**config.mk**
```make
export PLATFORM = sky130hd
export DESIGN_NAME = timer01_mode_control
export DESIGN_NICKNAME = d
export VERILOG_FILES = /design/src/verilog/timer_pkg.sv /design/src/verilog/timer_helpers.sv /design/src/verilog/timer01_mode_control.sv
export SDC_FILE = /design/constraint.sdc
export NUM_CORES = 1
export LEC_CHECK = 0
export ABC_CLOCK_PERIOD_IN_PS = 5600
export BUFFER_PORTS_ARGS = -buffer_cell sky130_fd_sc_hd__buf_4
export CAP_MARGIN = 20
export CORE_UTILIZATION = 30
export CTS_CLUSTER_SIZE = 14
export DETAILED_ROUTE_END_ITERATION = 6
export PLACE_DENSITY = 0.49
export SETUP_SLACK_MARGIN = 0.1
export SLEW_MARGIN = 40
export SYNTH_ARGS = -nofsm -noshare
export SYNTH_HDL_FRONTEND = slang
export SYNTH_HIERARCHICAL = 1
export SYNTH_SLANG_ARGS = --single-unit
```
**constraint.sdc**
```tcl
create_clock -name clk_in -period 5.6 [get_ports clk_in]
set_input_delay 1.12 -clock clk_in [delete_from_list [all_inputs] [get_ports clk_in]]
set_output_delay 1.12 -clock clk_in [all_outputs]
set_load 0.02 [all_outputs]
```
**src/verilog/timer_pkg.sv**
```systemverilog
// Package for the dual counter/timer mode-control block.
// Assumes one system clock and a byte-wide special-function-register bus.
package timer_pkg;

   // Special-function-register address of the mode control register
   localparam logic [7:0] MODE_CTRL_ADDR  = 8'h89;
   localparam logic [7:0] MODE_CTRL_RESET = 8'h00;
   localparam logic [7:0] SFR_UNMAPPED    = 8'h00;

   // Field positions inside the mode control register
   localparam int TIMER1_GATE_BIT    = 7;
   localparam int TIMER1_SOURCE_BIT  = 6;
   localparam int TIMER1_MODE_HI_BIT = 5;
   localparam int TIMER1_MODE_LO_BIT = 4;
   localparam int TIMER0_GATE_BIT    = 3;
   localparam int TIMER0_SOURCE_BIT  = 2;
   localparam int TIMER0_MODE_HI_BIT = 1;
   localparam int TIMER0_MODE_LO_BIT = 0;

   // Counter widths and reset values
   localparam int           COUNT_W     = 16;
   localparam logic [15:0]  COUNT_RESET = 16'h0000;
   localparam int           SYNC_STAGES = 2;

   // Counting modes held in each two-bit mode field
   typedef enum logic [1:0] {
      MODE_13BIT  = 2'b00,
      MODE_16BIT  = 2'b01,
      MODE_RELOAD = 2'b10,
      MODE_SPLIT  = 2'b11
   } timer_mode_t;

   // One read or write request on the special-function-register bus
   typedef struct packed {
      logic [7:0] addr;
      logic       wr;
      logic       rd;
      logic [7:0] wdata;
   } sfr_req_t;

   // Per-timer settings decoded from the mode control register
   typedef struct packed {
      logic        gate;
      logic        source;
      timer_mode_t mode;
   } timer_cfg_t;

endpackage

```
**src/verilog/timer_helpers.sv**
```systemverilog
// Helper modules: pin synchroniser with falling-edge detect, and tick select.
// Assumes pins are asynchronous to clk_in and the prescale tick is on clk_in.
`timescale 1ns/10ps

// Synchronises an external pin and flags its high-to-low transitions
module pin_sync #(
   parameter int STAGES = timer_pkg::SYNC_STAGES
) (
   input  wire logic clk_in,
   input  wire logic srst_in,
   input  wire logic pin_in,
   output logic      level_out,
   output logic      fall_out
);
   import timer_pkg::*;

   logic [STAGES-1:0] sync_r;
   logic              last_r;

   // Refuse a chain too short to settle metastability
   if (STAGES < 2)
   begin : g_bad_stages
      $error("pin_sync needs at least two stages");
   end

   // Shift chain; only the last stage is read by logic
   always_ff @(posedge clk_in)
   begin
      if (srst_in)
      begin
         sync_r <= '0;
         last_r <= 1'b0;
      end
      else
      begin
         sync_r <= {sync_r[STAGES-2:0], pin_in};
         last_r <= sync_r[STAGES-1];
      end
   end

   // Falling edge: sampled high, then sampled low
   assign level_out = sync_r[STAGES-1];
   assign fall_out  = last_r & ~sync_r[STAGES-1];
endmodule

// Picks the increment tick of one timer from its source settings
module tick_select (
   input  wire logic source_in,
   input  wire logic prescale_select_in,
   input  wire logic prescale_tick_in,
   input  wire logic pin_fall_in,
   output logic      tick_out
);
   logic internal_tick;

   // Internal timebase: system clock or prescaled tick
   assign internal_tick = prescale_select_in | prescale_tick_in;
   assign tick_out      = source_in ? pin_fall_in : internal_tick;
endmodule

```
**src/verilog/timer01_mode_control.sv**
```systemverilog
// Mode control and counting logic for two counter/timers.
// Assumes run bits, polarity and prescale selects come from registers on clk_in;
// count and interrupt pins are asynchronous.
// Operation
// - Timer 1 gate bit7, source bit6, mode bits5-4; Timer 0 gate bit3.
// - Timer 1 ungated counts whenever its run bit is 1.
// - Timer 1 gated counts only with run set and interrupt input active, unless Timer 0 is split.
// - Timer 1 source 0 counts the internal timebase chosen by its prescale bit.
// - Timer 1 source 1 counts falling edges on its count pin, except while Timer 0 is split.
// - Timer 1 mode 00 is a 13-bit counter.
// - Timer 1 mode 10 is an 8-bit counter auto-reloading on overflow.
// - Timer 1 mode 11 stops and stays inactive.
// - Timer 0 ungated counts whenever its run bit is 1.
// - Timer 0 gated counts only with run set and interrupt input active.
// - Timer 0 source 0 counts the internal timebase chosen by its prescale bit.
// - Timer 0 split gives two 8-bit counters; low byte uses Timer 0 controls.
// - Split high byte counts internal time, runs on Timer 1 run, flags Timer 1.
`timescale 1ns/10ps

module timer01_mode_control (
   input  wire logic                 clk_in,
   input  wire logic                 srst_in,
   input  wire timer_pkg::sfr_req_t  sfr_req_in,
   output logic [7:0]                sfr_rdata_out,
   input  wire logic                 timer0_run_in,
   input  wire logic                 timer1_run_in,
   input  wire logic                 ext_irq_a_polarity_in,
   input  wire logic                 ext_irq_b_polarity_in,
   input  wire logic                 timer0_prescale_select_in,
   input  wire logic                 timer1_prescale_select_in,
   input  wire logic                 prescale_tick_in,
   input  wire logic                 ext_irq_in_a_in,
   input  wire logic                 ext_irq_in_b_in,
   input  wire logic                 timer0_count_pin_in,
   input  wire logic                 timer1_count_pin_in,
   output logic [7:0]                timer_mode_control_out,
   output logic [15:0]               timer0_count_out,
   output logic [15:0]               timer1_count_out,
   output logic                      timer0_overflow_out,
   output logic                      timer1_overflow_flag_out,
   output logic                      timer1_rollover_out
);
   import timer_pkg::*;

   logic [7:0]  timer_mode_control_r;
   logic [7:0]  sfr_rdata_r;
   logic [15:0] count0_r;
   logic [15:0] count1_r;
   logic        ovf0_r;
   logic        flag1_r;
   logic        roll1_r;

   logic        mode_sel;
   logic        mode_wr;
   logic        mode_rd;
   timer_cfg_t  cfg0;
   timer_cfg_t  cfg1;
   logic        irq_a_lvl;
   logic        irq_b_lvl;
   logic        pin0_fall;
   logic        pin1_fall;
   logic        irq_a_active;
   logic        irq_b_active;
   logic        split0;
   logic        en0;
   logic        en1_normal;
   logic        en1;
   logic        source1;
   logic        tick0;
   logic        tick0_hi;
   logic        tick1;
   logic        inc0;
   logic        inc0_hi;
   logic        inc1;
   logic [16:0] step0;
   logic [16:0] step1;
   logic [8:0]  split_lo;
   logic [8:0]  split_hi;
   logic [15:0] count0_nxt;
   logic [15:0] count1_nxt;
   logic        ovf0_nxt;
   logic        ovf0_hi_nxt;
   logic        ovf1_nxt;

   // One counting step of a timer in the given mode, overflow in the top bit
   function automatic logic [16:0] advance(input logic [15:0] c, input timer_mode_t m);
      logic [13:0] s13;
      logic [8:0]  s8;
      s13 = {1'b0, c[15:8], c[4:0]} + 14'h0001;
      s8  = {1'b0, c[7:0]} + 9'h001;
      case (m)
         MODE_13BIT:  advance = {s13[13], s13[12:5], c[7:5], s13[4:0]};
         MODE_16BIT:  advance = {1'b0, c} + 17'h00001;
         MODE_RELOAD: advance = s8[8] ? {1'b1, c[15:8], c[15:8]} : {1'b0, c[15:8], s8[7:0]};
         default:     advance = {1'b0, c};
      endcase
   endfunction

   // Register decode on the special-function-register bus
   assign mode_sel = (sfr_req_in.addr == MODE_CTRL_ADDR);
   assign mode_wr  = mode_sel & sfr_req_in.wr;
   assign mode_rd  = mode_sel & sfr_req_in.rd;

   // Field split of the mode control register
   assign cfg1.gate   = timer_mode_control_r[TIMER1_GATE_BIT];
   assign cfg1.source = timer_mode_control_r[TIMER1_SOURCE_BIT];
   assign cfg1.mode   = timer_mode_t'({timer_mode_control_r[TIMER1_MODE_HI_BIT],
                                       timer_mode_control_r[TIMER1_MODE_LO_BIT]});
   assign cfg0.gate   = timer_mode_control_r[TIMER0_GATE_BIT];
   assign cfg0.source = timer_mode_control_r[TIMER0_SOURCE_BIT];
   assign cfg0.mode   = timer_mode_t'({timer_mode_control_r[TIMER0_MODE_HI_BIT],
                                       timer_mode_control_r[TIMER0_MODE_LO_BIT]});

   // Synchronisers for interrupt inputs and count pins
   pin_sync u_sync_irq_a (
      .clk_in    (clk_in),
      .srst_in   (srst_in),
      .pin_in    (ext_irq_in_a_in),
      .level_out (irq_a_lvl),
      .fall_out  ()
   );
   pin_sync u_sync_irq_b (
      .clk_in    (clk_in),
      .srst_in   (srst_in),
      .pin_in    (ext_irq_in_b_in),
      .level_out (irq_b_lvl),
      .fall_out  ()
   );
   pin_sync u_sync_pin0 (
      .clk_in    (clk_in),
      .srst_in   (srst_in),
      .pin_in    (timer0_count_pin_in),
      .level_out (),
      .fall_out  (pin0_fall)
   );
   pin_sync u_sync_pin1 (
      .clk_in    (clk_in),
      .srst_in   (srst_in),
      .pin_in    (timer1_count_pin_in),
      .level_out (),
      .fall_out  (pin1_fall)
   );

   // Interrupt input active per its polarity setting (1 = active high)
   assign irq_a_active = ext_irq_a_polarity_in ? irq_a_lvl : ~irq_a_lvl;
   assign irq_b_active = ext_irq_b_polarity_in ? irq_b_lvl : ~irq_b_lvl;

   // Run and gate enables
   assign split0     = (cfg0.mode == MODE_SPLIT);
   assign en0        = timer0_run_in & (~cfg0.gate | irq_a_active);
   assign en1_normal = timer1_run_in & (~cfg1.gate | irq_b_active);
   // While Timer 0 is split, Timer 1 runs by its mode field alone
   assign en1        = (split0 ? 1'b1 : en1_normal) & (cfg1.mode != MODE_SPLIT);
   // While Timer 0 is split, Timer 1 cannot use external clocking
   assign source1    = cfg1.source & ~split0;

   // Tick sources for each counter
   tick_select u_tick0 (
      .source_in          (cfg0.source),
      .prescale_select_in (timer0_prescale_select_in),
      .prescale_tick_in   (prescale_tick_in),
      .pin_fall_in        (pin0_fall),
      .tick_out           (tick0)
   );
   tick_select u_tick0_hi (
      .source_in          (1'b0),
      .prescale_select_in (timer0_prescale_select_in),
      .prescale_tick_in   (prescale_tick_in),
      .pin_fall_in        (1'b0),
      .tick_out           (tick0_hi)
   );
   tick_select u_tick1 (
      .source_in          (source1),
      .prescale_select_in (timer1_prescale_select_in),
      .prescale_tick_in   (prescale_tick_in),
      .pin_fall_in        (pin1_fall),
      .tick_out           (tick1)
   );

   // Increment strobes
   assign inc0    = en0 & tick0;
   assign inc0_hi = split0 & timer1_run_in & tick0_hi;
   assign inc1    = en1 & tick1;

   // Next counter values
   assign step0    = advance(count0_r, cfg0.mode);
   assign step1    = advance(count1_r, cfg1.mode);
   assign split_lo = {1'b0, count0_r[7:0]} + 9'h001;
   assign split_hi = {1'b0, count0_r[15:8]} + 9'h001;

   assign count0_nxt  = split0 ? {(inc0_hi ? split_hi[7:0] : count0_r[15:8]),
                                  (inc0 ? split_lo[7:0] : count0_r[7:0])}
                               : (inc0 ? step0[15:0] : count0_r);
   assign ovf0_nxt    = inc0 & (split0 ? split_lo[8] : step0[16]);
   assign ovf0_hi_nxt = inc0_hi & split_hi[8];
   assign count1_nxt  = inc1 ? step1[15:0] : count1_r;
   assign ovf1_nxt    = inc1 & step1[16];

   // Mode register and read data
   always_ff @(posedge clk_in)
   begin
      if (srst_in)
      begin
         timer_mode_control_r <= MODE_CTRL_RESET;
         sfr_rdata_r          <= SFR_UNMAPPED;
      end
      else
      begin
         if (mode_wr)
            timer_mode_control_r <= sfr_req_in.wdata;
         sfr_rdata_r <= mode_rd ? timer_mode_control_r : SFR_UNMAPPED;
      end
   end

   // Counters and overflow pulses
   always_ff @(posedge clk_in)
   begin
      if (srst_in)
      begin
         count0_r <= COUNT_RESET;
         count1_r <= COUNT_RESET;
         ovf0_r   <= 1'b0;
         flag1_r  <= 1'b0;
         roll1_r  <= 1'b0;
      end
      else
      begin
         count0_r <= count0_nxt;
         count1_r <= count1_nxt;
         ovf0_r   <= ovf0_nxt;
         flag1_r  <= split0 ? ovf0_hi_nxt : ovf1_nxt;
         roll1_r  <= ovf1_nxt;
      end
   end

   // Outputs straight from flip-flops
   assign sfr_rdata_out            = sfr_rdata_r;
   assign timer_mode_control_out   = timer_mode_control_r;
   assign timer0_count_out         = count0_r;
   assign timer1_count_out         = count1_r;
   assign timer0_overflow_out      = ovf0_r;
   assign timer1_overflow_flag_out = flag1_r;
   assign timer1_rollover_out      = roll1_r;
endmodule

```
==> summary.md, run 1 <==
| Metric | Value |
|---|---|
| # Post-CTS Setup Buffers | 0 |
| Core Rows | 38 |
| PwrDens | 259.0 mW/mm^2 |
| Multi-input logic area | 0.002141 sq mm |
| Total chip power | 1.174 mW |
| Number of antenna violations at the first check in global routing | 0 |
| Clock sinks | 61 |
| Cell mode on critical path | nand2_1 |
| Core area | 0.01108 sq mm |
| CP Launch Type | flip-flop |
| Grt met3 use | 4.624% |
| Count of pins over their slew limit | 0 |
| Synth-to-Final Area Change | 30.43% |
| Critical Path RT | 5.86 ns |
| Slew headroom | 46.14% |
| GR Util All Layers | 18.90% |
| Cells after Synth | 429 |
| Final Cycle Share | 48.43% |
| CP max stage delay | 0.84 ns |
| CTS max path bufs | 2 |
| Reg-to-reg startpoint | timer_mode_control_out[0]$_SDFFE_PP0P_ |
| Hold WC Path Type | flip-flop to flip-flop |
| Crit-path max FO | 21 |
| Post-synthesis cell area | 0.003475 sq mm |
| DR iter-0 viols | 161 |
| Final ANT Viol Nets | 0 |
| Outcome | finished, final reports clean |
| Cell family with most CP delay | simple AND/OR/NAND/NOR gates |
| Largest net degree at the start of global routing | 52 |
| WP buf/inv | 0 |
| Met1 usage | 22.81% |
| Fmax | 368.7 MHz |
| Fill count | 1,155 |
| CP cell instances | nand2_1 > and2_1 > o21ai_1 > nand2b_1 > a211o_1 > nor2_2 > nand2_1 > o21ai_0 |
| Crit path launch | timer_mode_control_out[0]$_SDFFE_PP0P_ |
| Routed len/inst | 16.70 microns |
| Syn_area_per_cell | 8.099 sq um |
| Final WS setup | 2.888 ns |
| Worst path slowest cell | dfxtp_1 |
| Number of nets in the layout | 542 |
| DR vias | 3,606 |
| Clock-pin slew on the worst setup and hold paths | 0.05 ns |
| CTS Buf Count | 9 |
| Post-CTS Resized | 0 |
| Die H | 109.6 microns |
| Yosys warning count | 6 |
| Worst skew pair latency | 0.33 ns |
| Vias in the first global route | 3,503 |
| Worst hold start | u_sync_irq_a/sync_r[0]$_SDFF_PP0_ |
| Critical path class | flip-flop to flip-flop |
| Final wirelength | 10.84 mm |
| Least-Margin Pin Slew | 0.8068 ns |
| I/O Pins | 82 |
| Max-cap violation count | 0 |
| GPL Wtd Cong | 0.8687 |
| Grt peak-use layer | met2 |
| Endpoints failing setup | 0 |
| Starting density of the core | 31.36% |
| CTS H-tree depth | 3 |
| First-pass GRT wire length | 17.51 mm |
| Skew final | 0.006664 ns |
| DRC viols | 0 |
| Arr. time, crit path | 2.97 ns |
| Worst setup EP type | flip-flop |
| Cell leakage power | 1.795 nW |
| Die width | 109.6 microns |
| Vias per cell | 5.556 |
| Layout cells sized above 1 | 22.20% |
| CTS tree | yes |
| Post-CTS Hold Buffers | 0 |
| Post-detail-place hpwl | 7.538 mm |
| Initial DRT Pass Iterations | 4 |
| Post-route insts no fill | 649 |
| IR Drop Worst-Case VDD | 153.9 uV |
| Die area | 0.01202 sq mm |
| Met2 usage | 31.13% |
| Fin crit period | 2.712 ns |
| DP Cell Count | 633 |
| Register area | 0.001221 sq mm |
| Pre-CTS setup slack | 2.523 ns |
| Total congestion overflow | 0 |
| Hold Violations, Final | 0 |
| Root buf cell | clkbuf_16 |
| Port bufs | 81 |
| RSZ-0062 raised after global routing | false |
| Final setup TNS | 0 ns |
| ANT cells | 0 |
-- power by group --
group          internal, mW  switching [mW]  leakage (nW)
Combinational        0.0309          0.0385          1.14
Sequential            0.441         0.00652         0.494
Clock                 0.446           0.211         0.165
-- metal layers --
layer	part of all wire (%)	up-vias	wire (microns)
li1	-	1755	-
met1	42	1691	4563
met2	49	140	5271
met3	6.4	20	699
met4	2.8	0	303
met5	0	-	0
-- stage by stage --
stage / hold WS, ns / utilization (%) / cell area [sq um]
after floorplan: 0.4138 / - / 3482
after global placement: 0.4154 / 37.71 / 4178
after detailed placement: 0.4258 / 37.72 / 4179
after CTS: 0.4385 / 40.87 / 4528
after global routing: 0.4510 / 40.91 / 4532
final: 0.4355 / 40.91 / 4532
-- cell usage in the layout, fill, tap and decap left out, drive strengths merged, types with 5 or more instances in the layout --
cell type / count
a22oi: 5
a211oi: 14
a21oi: 33
nor2: 42
buf: 81
and3: 6
o32ai: 5
nand2: 39
ha: 7
inv: 10
nand3: 19
a31oi: 10
mux2i: 10
and2: 11
xor2: 6
o21ai: 29
nor2b: 13
xnor2: 6
nand4: 8
nor3: 14
dfxtp: 61
clkbuf: 10
-- worst register-to-register path, delay by kind of cell, from the launching register on --
kind	cells	cell delay [ns]
AND/OR/NAND/NOR	5	1.02
flip-flops	1	0.84
AO/OA/AOI/OAI	3	0.78
-- sequential cells by signal, indices dropped and copies added (netlist names) --
register / flops
timer1_rollover_out: 1
u_sync_irq_b/sync_r: 2
timer0_overflow_out: 1
u_sync_pin1/sync_r: 2
u_sync_irq_a/sync_r: 2
u_sync_pin0/sync_r: 2
timer1_overflow_flag_out: 1
timer1_count_out: 16
timer0_count_out: 16
u_sync_pin1/last_r: 1
sfr_rdata_out: 8
timer_mode_control_out: 8
u_sync_pin0/last_r: 1
-- worst paths after layout --
path | slack [ns] | depth (start not counted) | end
hold / removal | 0.44 | 1 | u_sync_irq_a/sync_r[1]$_SDFF_PP0_
setup reg to reg | 2.89 | 8 | timer1_count_out[13]$_SDFFE_PP0P_
hold reg to reg | 0.44 | 1 | u_sync_irq_a/sync_r[1]$_SDFF_PP0_
setup / recovery | 2.89 | 8 | timer1_count_out[13]$_SDFFE_PP0P_
-- area by class of cell --
| class | count | area share (%) |
|---|---|---|
| repair buffers | 81 | 13.42 |
| multi-input cells | 341 | 47.24 |
| clock buffers | 10 | 5.273 |
| clock inverters | 6 | 2.430 |
| inverters | 10 | 0.8283 |
| well taps | 140 | 3.865 |
| flip-flops and latches | 61 | 26.95 |
No activity file was read; power rests on OpenSTA's default activity.
==> inputs of run 2 (changes only) <==
- ABC_CLOCK_PERIOD_IN_PS: 5600 -> 2800
- clock period: 5.6 -> 2.8 ns (I/O delays scaled with it)
==> run 2 against run 1 <==
  * Core utilization is 0.43 points higher
  * Clock power is 99% higher
  * Critical path depth is 3 lower
  * Combinational power is 110% higher
  * Sequential cell count stayed put
  * Non-clock buffer count is 7 higher
  * Sequential power is 100% higher
  * Via count is 1.0% higher
  * Design area is 1.0% higher
  * Register-to-register slack worse by 2.4 ns
  * Hold slack worse by 0.0051 ns
  * Critical path type unchanged
  * Critical endpoint is now timer0_overflow_out$_SDFF_PP0_
  * Largest cell class unchanged
  * Largest power group unchanged
  * Highest routed layer unchanged
==> summary.md, run 2 (synthesis results as in run 1) <==
| Metric | Value |
|---|---|
| Final ANT Viol Nets | 0 (unchanged) |
| Die H | 109.6 microns (unchanged) |
| Core area | 0.01108 sq mm (unchanged) |
| DP Cell Count | 640 (was 633) |
| Number of nets in the layout | 549 (was 542) |
| GPL Wtd Cong | 0.8915 (was 0.8687) |
| Fmax | 441.5 MHz (was 368.7 MHz) |
| Hold WC Path Type | input port to flip-flop (was flip-flop to flip-flop) |
| I/O Pins | 82 (unchanged) |
| Clock sinks | 61 (unchanged) |
| Initial DRT Pass Iterations | 4 (unchanged) |
| DR vias | 3,642 (was 3,606) |
| Clock-pin slew on the worst setup and hold paths | 0.06 ns (was 0.05 ns) |
| Hold Violations, Final | 0 (unchanged) |
| Critical Path RT | 2.98 ns (was 5.86 ns) |
| IR Drop Worst-Case VDD | 392.7 uV (was 153.9 uV) |
| Critical path class | flip-flop to flip-flop (unchanged) |
| Slew headroom | 56.34% (was 46.14%) |
| Post-CTS Hold Buffers | 0 (unchanged) |
| Root buf cell | clkbuf_16 (unchanged) |
| Synth-to-Final Area Change | 31.80% (was 30.43%) |
| Hold slack | 0.4304 ns (was 0.4355 ns) |
| Starting density of the core | 31.36% (unchanged) |
| Final setup TNS | 0 ns (unchanged) |
| Max-cap violation count | 0 (unchanged) |
| Most frequent cells in the layout | buf_4 (88), dfxtp_1 (61), nor2_1 (41) (was buf_4 (81), dfxtp_1 (61), nor2_1 (41)) |
| Core Rows | 38 (unchanged) |
| PwrDens | 514.0 mW/mm^2 (was 259.0 mW/mm^2) |
| DRC viols | 0 (unchanged) |
| Fin crit period | 2.265 ns (was 2.712 ns) |
| Skew final | 0.005089 ns (was 0.006664 ns) |
| Cell leakage power | 1.829 nW (was 1.795 nW) |
| Post-route insts no fill | 656 (was 649) |
| Largest net degree at the start of global routing | 51 (was 52) |
| Vias per cell | 5.552 (was 5.556) |
| CP Launch Type | flip-flop (unchanged) |
| Post-detail-place hpwl | 7.830 mm (was 7.538 mm) |
| Arr. time, crit path | 2.45 ns (was 2.97 ns) |
| Crit-path max FO | 9 (was 21) |
| GR Util All Layers | 19.54% (was 18.90%) |
| Worst setup EP type | flip-flop (unchanged) |
| Layout cells sized above 1 | 23.06% (was 22.20%) |
| Finished Core Util | 41.34% (was 40.91%) |
| Number of antenna violations at the first check in global routing | 0 (unchanged) |
| Worst skew pair latency | 0.34 ns (was 0.33 ns) |
| CTS max path bufs | 2 (unchanged) |
| Routed len/inst | 16.93 microns (was 16.70 microns) |
| CTS tree | yes (unchanged) |
| RSZ-0062 raised after global routing | false (unchanged) |
| DR iter-0 viols | 145 (was 161) |
| Final Cycle Share | 80.89% (was 48.43%) |
| Vias in the first global route | 3,420 (was 3,503) |
| # Post-CTS Setup Buffers | 0 (unchanged) |
| Outcome | finished, final reports clean (unchanged) |
| CTS Buf Count | 9 (unchanged) |
| CTS H-tree depth | 3 (unchanged) |
| Endpoints failing setup | 0 (unchanged) |
| Port bufs | 81 (unchanged) |
| Post-CTS Resized | 0 (unchanged) |
| Total congestion overflow | 0 (unchanged) |
| First-pass GRT wire length | 17.72 mm (was 17.51 mm) |
| ANT cells | 0 (unchanged) |
| Least-Margin Pin Slew | 0.6491 ns (was 0.8068 ns) |
| Commonest non-fill, non-tap cell in the layout | buf_4 (unchanged) |
| Die width | 109.6 microns (unchanged) |
| Die area | 0.01202 sq mm (unchanged) |
| Count of pins over their slew limit | 0 (unchanged) |
| Final wirelength | 11.11 mm (was 10.84 mm) |
==> run 2: changes by cell type in the layout (fill, tap and decap cells not counted) <==
cell	change
buf_4	+7
a2111oi_0	+1
a2111oi_1	-1
o21ai_1	+1
o21ai_2	-1
==> run 2: metal layers <==
metal  routed length [microns]  up-vias  part of all wire, %  global-route usage (%)
li1                          -     1766                    -                       -
met1                      4954     1751                   45                   23.50
met2                      5385      103                   48                   32.43
met3                       512       22                  4.6                   5.453
met4                       257        0                  2.3                   8.571
met5                         0        -                    0                       0
==> run 2: final cells by class <==
class                      instances  area (sq um)
timing repair buffer              88         660.6
sequential                        61          1221
clock buffer                      10         239.0
multi-input combinational        341          2136
tap                              140         175.2
fill                            1182          6499
clock inverter                     6         110.1
inverter                          10         37.54
==> run 2: final timing paths <==
path                                startpoint                                end  slack (ns)  cells after the start
max           timer0_count_out[9]$_SDFFE_PP0P_     timer0_overflow_out$_SDFF_PP0_        0.54                      5
min                            ext_irq_in_a_in  u_sync_irq_a/sync_r[0]$_SDFF_PP0_        0.43                      2
max reg2reg   timer0_count_out[9]$_SDFFE_PP0P_     timer0_overflow_out$_SDFF_PP0_        0.54                      5
min reg2reg  u_sync_irq_a/sync_r[0]$_SDFF_PP0_  u_sync_irq_a/sync_r[1]$_SDFF_PP0_        0.44                      1
==> run 2: critical path: stages (launching register included) <==
cell and delay (ns):
dfxtp_1 0.53, ha_1 0.29, and3_1 0.28, nor2b_1 0.29
nand3_1 0.18, a2111oi_0 0.55
==> run 2: metrics by stage <==
stage,area [sq um],total power [mW],setup WS (ns)
final,4579,2.354,0.5351
after global routing,4579,2.441,0.3042
after global placement,4230,1.058,0.5227
after floorplan,3482,0.9837,0.4500
after detailed placement,4230,1.059,0.5361
after CTS,4579,2.392,0.5177
==> run 2: power by group <==
part | internal [mW] | switching (mW) | leakage (nW)
combinational | 0.0657 | 0.0785 | 1.17
clock | 0.891 | 0.423 | 0.165
sequential | 0.882 | 0.0127 | 0.494
==> inputs of run 3 (changes only) <==
- ABC_CLOCK_PERIOD_IN_PS: 2800 -> 2400
- clock period: 2.8 -> 2.4 ns (I/O delays scaled with it)
==> run 3 against run 2 <==
  * Clock-buffer cell count fell by 1
  * Combinational power rose by 19%
  * Sequential cell count did not move
  * Critical path type unchanged
  * Design area barely moved
  * Global-route usage fell by 0.20 points
  * Via count rose by 1.4%
  * Core utilization barely moved
  * Sequential share of layout area barely moved
  * Hold slack got worse by 0.085 ns
==> summary.md, run 3 (synthesis results as in run 1) <==
| Metric | Value |
|---|---|
| Max-cap violation count | 0 (unchanged) |
| Fmax | 446.7 MHz (was 441.5 MHz) |
| GR Util All Layers | 19.34% (was 19.54%) |
| Final WS setup | 0.1615 ns (was 0.5351 ns) |
| Worst path slowest cell | dfxtp_1 (was a2111oi_0) |
| CP Launch Type | flip-flop (unchanged) |
| Most frequent cells in the layout | buf_4 (96), dfxtp_1 (61), nor2_1 (41) (was buf_4 (88), dfxtp_1 (61), nor2_1 (41)) |
| Hold Violations, Final | 0 (unchanged) |
| Total chip power | 2.474 mW (was 2.354 mW) |
| Starting density of the core | 31.36% (unchanged) |
| Arr. time, crit path | 2.44 ns (was 2.45 ns) |
| Die area | 0.01202 sq mm (unchanged) |
| Crit-path max FO | 9 (unchanged) |
| Reg2Reg Depth | 5 (unchanged) |
| Internal power | 1.821 mW (was 1.839 mW) |
| GPL Wtd Cong | 0.8950 (was 0.8915) |
| Seq pwr share | 42.2% (was 38.0%) |
| Final setup TNS | 0 ns (unchanged) |
| Outcome | finished, final reports clean (unchanged) |
| Final wirelength | 11.01 mm (was 11.11 mm) |
| DRC viols | 0 (unchanged) |
| Gate power share | 6.9% (was 6.1%) |
| Post-detail-place hpwl | 7.943 mm (was 7.830 mm) |
| Die width | 109.6 microns (unchanged) |
| CP max stage delay | 0.54 ns (was 0.55 ns) |
| Final ANT Viol Nets | 0 (unchanged) |
| DR iter-0 viols | 178 (was 145) |
| RSZ-0062 raised after global routing | false (unchanged) |
| Number of nets in the layout | 557 (was 549) |
| Routed len/inst | 16.58 microns (was 16.93 microns) |
| DR vias | 3,694 (was 3,642) |
| Commonest non-fill, non-tap cell in the layout | buf_4 (unchanged) |
| Core Rows | 38 (unchanged) |
| Initial DRT Pass Iterations | 5 (was 4) |
| Post-CTS Hold Buffers | 0 (unchanged) |
| Hold WC Path Type | input port to flip-flop (unchanged) |
| Endpoints failing setup | 0 (unchanged) |
| Pre-CTS setup slack | 0.1749 ns (was 0.5361 ns) |
| Layout cells sized above 1 | 24.43% (was 23.06%) |
| I/O Pins | 82 (unchanged) |
| Skew final | 0.003299 ns (was 0.005089 ns) |
| Synth-to-Final Area Change | 31.76% (was 31.80%) |
| Final Cycle Share | 93.27% (was 80.89%) |
| Root buf cell | clkbuf_16 (unchanged) |
| First-pass GRT wire length | 17.91 mm (was 17.72 mm) |
| Count of pins over their slew limit | 0 (unchanged) |
| CTS Buf Count | 9 (unchanged) |
| Vias in the first global route | 3,573 (was 3,420) |
| Clock-pin slew on the worst setup and hold paths | 0.06 ns (about the same) |
| PwrDens | 540.5 mW/mm^2 (was 514.0 mW/mm^2) |
| CTS tree | yes (unchanged) |
| IR Drop Worst-Case VDD | 291.7 uV (was 392.7 uV) |
| Register-to-register setup slack | 0.16 ns (was 0.54 ns) |
| Vias per cell | 5.563 (was 5.552) |
| ANT cells | 0 (unchanged) |
| Core area | 0.01108 sq mm (unchanged) |
| Port bufs | 81 (unchanged) |
| Die H | 109.6 microns (unchanged) |
| Sw frac | 26.40% (was 21.85%) |
| CTS H-tree depth | 3 (unchanged) |
| Critical path class | flip-flop to flip-flop (unchanged) |
| Clock Power Share | 50.9% (was 55.8%) |
| Slew headroom | 57.78% (was 56.34%) |
| Net Sw Power | 653.4 uW (was 514.4 uW) |
| Worst setup EP type | flip-flop (unchanged) |
| Fin crit period | 2.238 ns (was 2.265 ns) |
| CP cell instances | ha_1 > and3_1 > nor2b_1 > nand3_1 > a2111oi_1 (was ha_1 > and3_1 > nor2b_1 > nand3_1 > a2111oi_0) |
| Hold slack | 0.3449 ns (was 0.4304 ns) |
| CP endpoint | timer0_overflow_out$_SDFF_PP0_ (unchanged) |
| Number of antenna violations at the first check in global routing | 0 (unchanged) |
| Reg-to-reg startpoint | timer0_count_out[9]$_SDFFE_PP0P_ (unchanged) |
| Largest net degree at the start of global routing | 28 (was 51) |
| Crit path launch | timer0_count_out[9]$_SDFFE_PP0P_ (unchanged) |
| Critical Path RT | 2.60 ns (was 2.98 ns) |
| CTS max path bufs | 2 (unchanged) |
| Clock sinks | 61 (unchanged) |
| Cell leakage power | 1.841 nW (was 1.829 nW) |
| Total congestion overflow | 0 (unchanged) |
| Least-Margin Pin Slew | 0.6276 ns (was 0.6491 ns) |
| Reg2reg end | timer0_overflow_out$_SDFF_PP0_ (unchanged) |
| Worst skew pair latency | 0.34 ns (about the same) |
## run 3: cell count changes in the layout (fill, tap and decap cells not counted), sizes merged
cell	before	now
buf	88	96
inv	10	13
clkinv	1	4
clkinvlp	2	0
clkbuf	10	9
bufinv	3	0
## run 3: critical path: cells and delay by family, from the launching register on
family | cells | cell delay, ns
adder cells (fa/ha/maj) | 1 | 0.30
AND/OR/NAND/NOR | 3 | 0.75
flip-flops | 1 | 0.54
AO/OA/AOI/OAI | 1 | 0.51
## run 3: repair_timing
item                       in CTS  in global routing
resized for setup               0                  3
buffers inserted                0                  0
setup endpoints to repair       0                  3
## run 3: worst min-delay path by stage
stage / cells after the start / to / slack [ns] / from
3_5_place_dp: 1 / u_sync_pin1/sync_r[1]$_SDFF_PP0_ / 0.42 / u_sync_pin1/sync_r[0]$_SDFF_PP0_
6_report: 2 / u_sync_irq_a/sync_r[0]$_SDFF_PP0_ / 0.34 / ext_irq_in_a_in
2_1_floorplan: 1 / u_sync_irq_a/sync_r[1]$_SDFF_PP0_ / 0.41 / u_sync_irq_a/sync_r[0]$_SDFF_PP0_
4_1_cts: 2 / u_sync_irq_a/sync_r[0]$_SDFF_PP0_ / 0.34 / ext_irq_in_a_in
5_1_grt: 2 / u_sync_pin0/sync_r[0]$_SDFF_PP0_ / 0.37 / timer0_count_pin_in
3_3_place_gp: 1 / u_sync_irq_a/sync_r[1]$_SDFF_PP0_ / 0.42 / u_sync_irq_a/sync_r[0]$_SDFF_PP0_
## run 3: routing by layer
| metal | vias up | part of all wire, % | global-route usage (%) |
|---|---|---|---|
| met3 | 29 | 4.3 | 3.972 |
| met1 | 1774 | 45 | 22.87 |
| met4 | 0 | 2.9 | 9.810 |
| met2 | 121 | 48 | 33.02 |
| met5 | - | 0 | 0 |
| li1 | 1770 | - | - |
## run 3: through the flow
| step | utilization, % | std cells | cell area (sq um) |
|---|---|---|---|
| after global placement | 38.73 | 648 | 4290 |
| after floorplan | - | 431 | 3485 |
| after global routing | 41.33 | 664 | 4578 |
| after CTS | 41.28 | 664 | 4573 |
| after detailed placement | 38.73 | 648 | 4290 |
| final | 41.33 | 664 | 4578 |
## run 3: power groups by stage
stage               Sequential, mW  Combinational [mW]  Clock [mW]
finish                        1.04               0.172        1.26
global route                  1.05               0.188        1.33
CTS                           1.04               0.173        1.29
detailed placement            1.07               0.172           0
global placement              1.07               0.172           0
floorplan                     1.07              0.0745           0
## run 3: layout make-up
| cell class | instances | area, sq um |
|---|---|---|
| fillers | 1121 | 6500 |
| multi-input cells | 341 | 2141 |
| flip-flops and latches | 61 | 1221 |
| repair buffers | 96 | 720.7 |
| clock buffers | 9 | 225.2 |
| well taps | 140 | 175.2 |
| clock inverters | 7 | 57.56 |
| inverters | 10 | 37.54 |
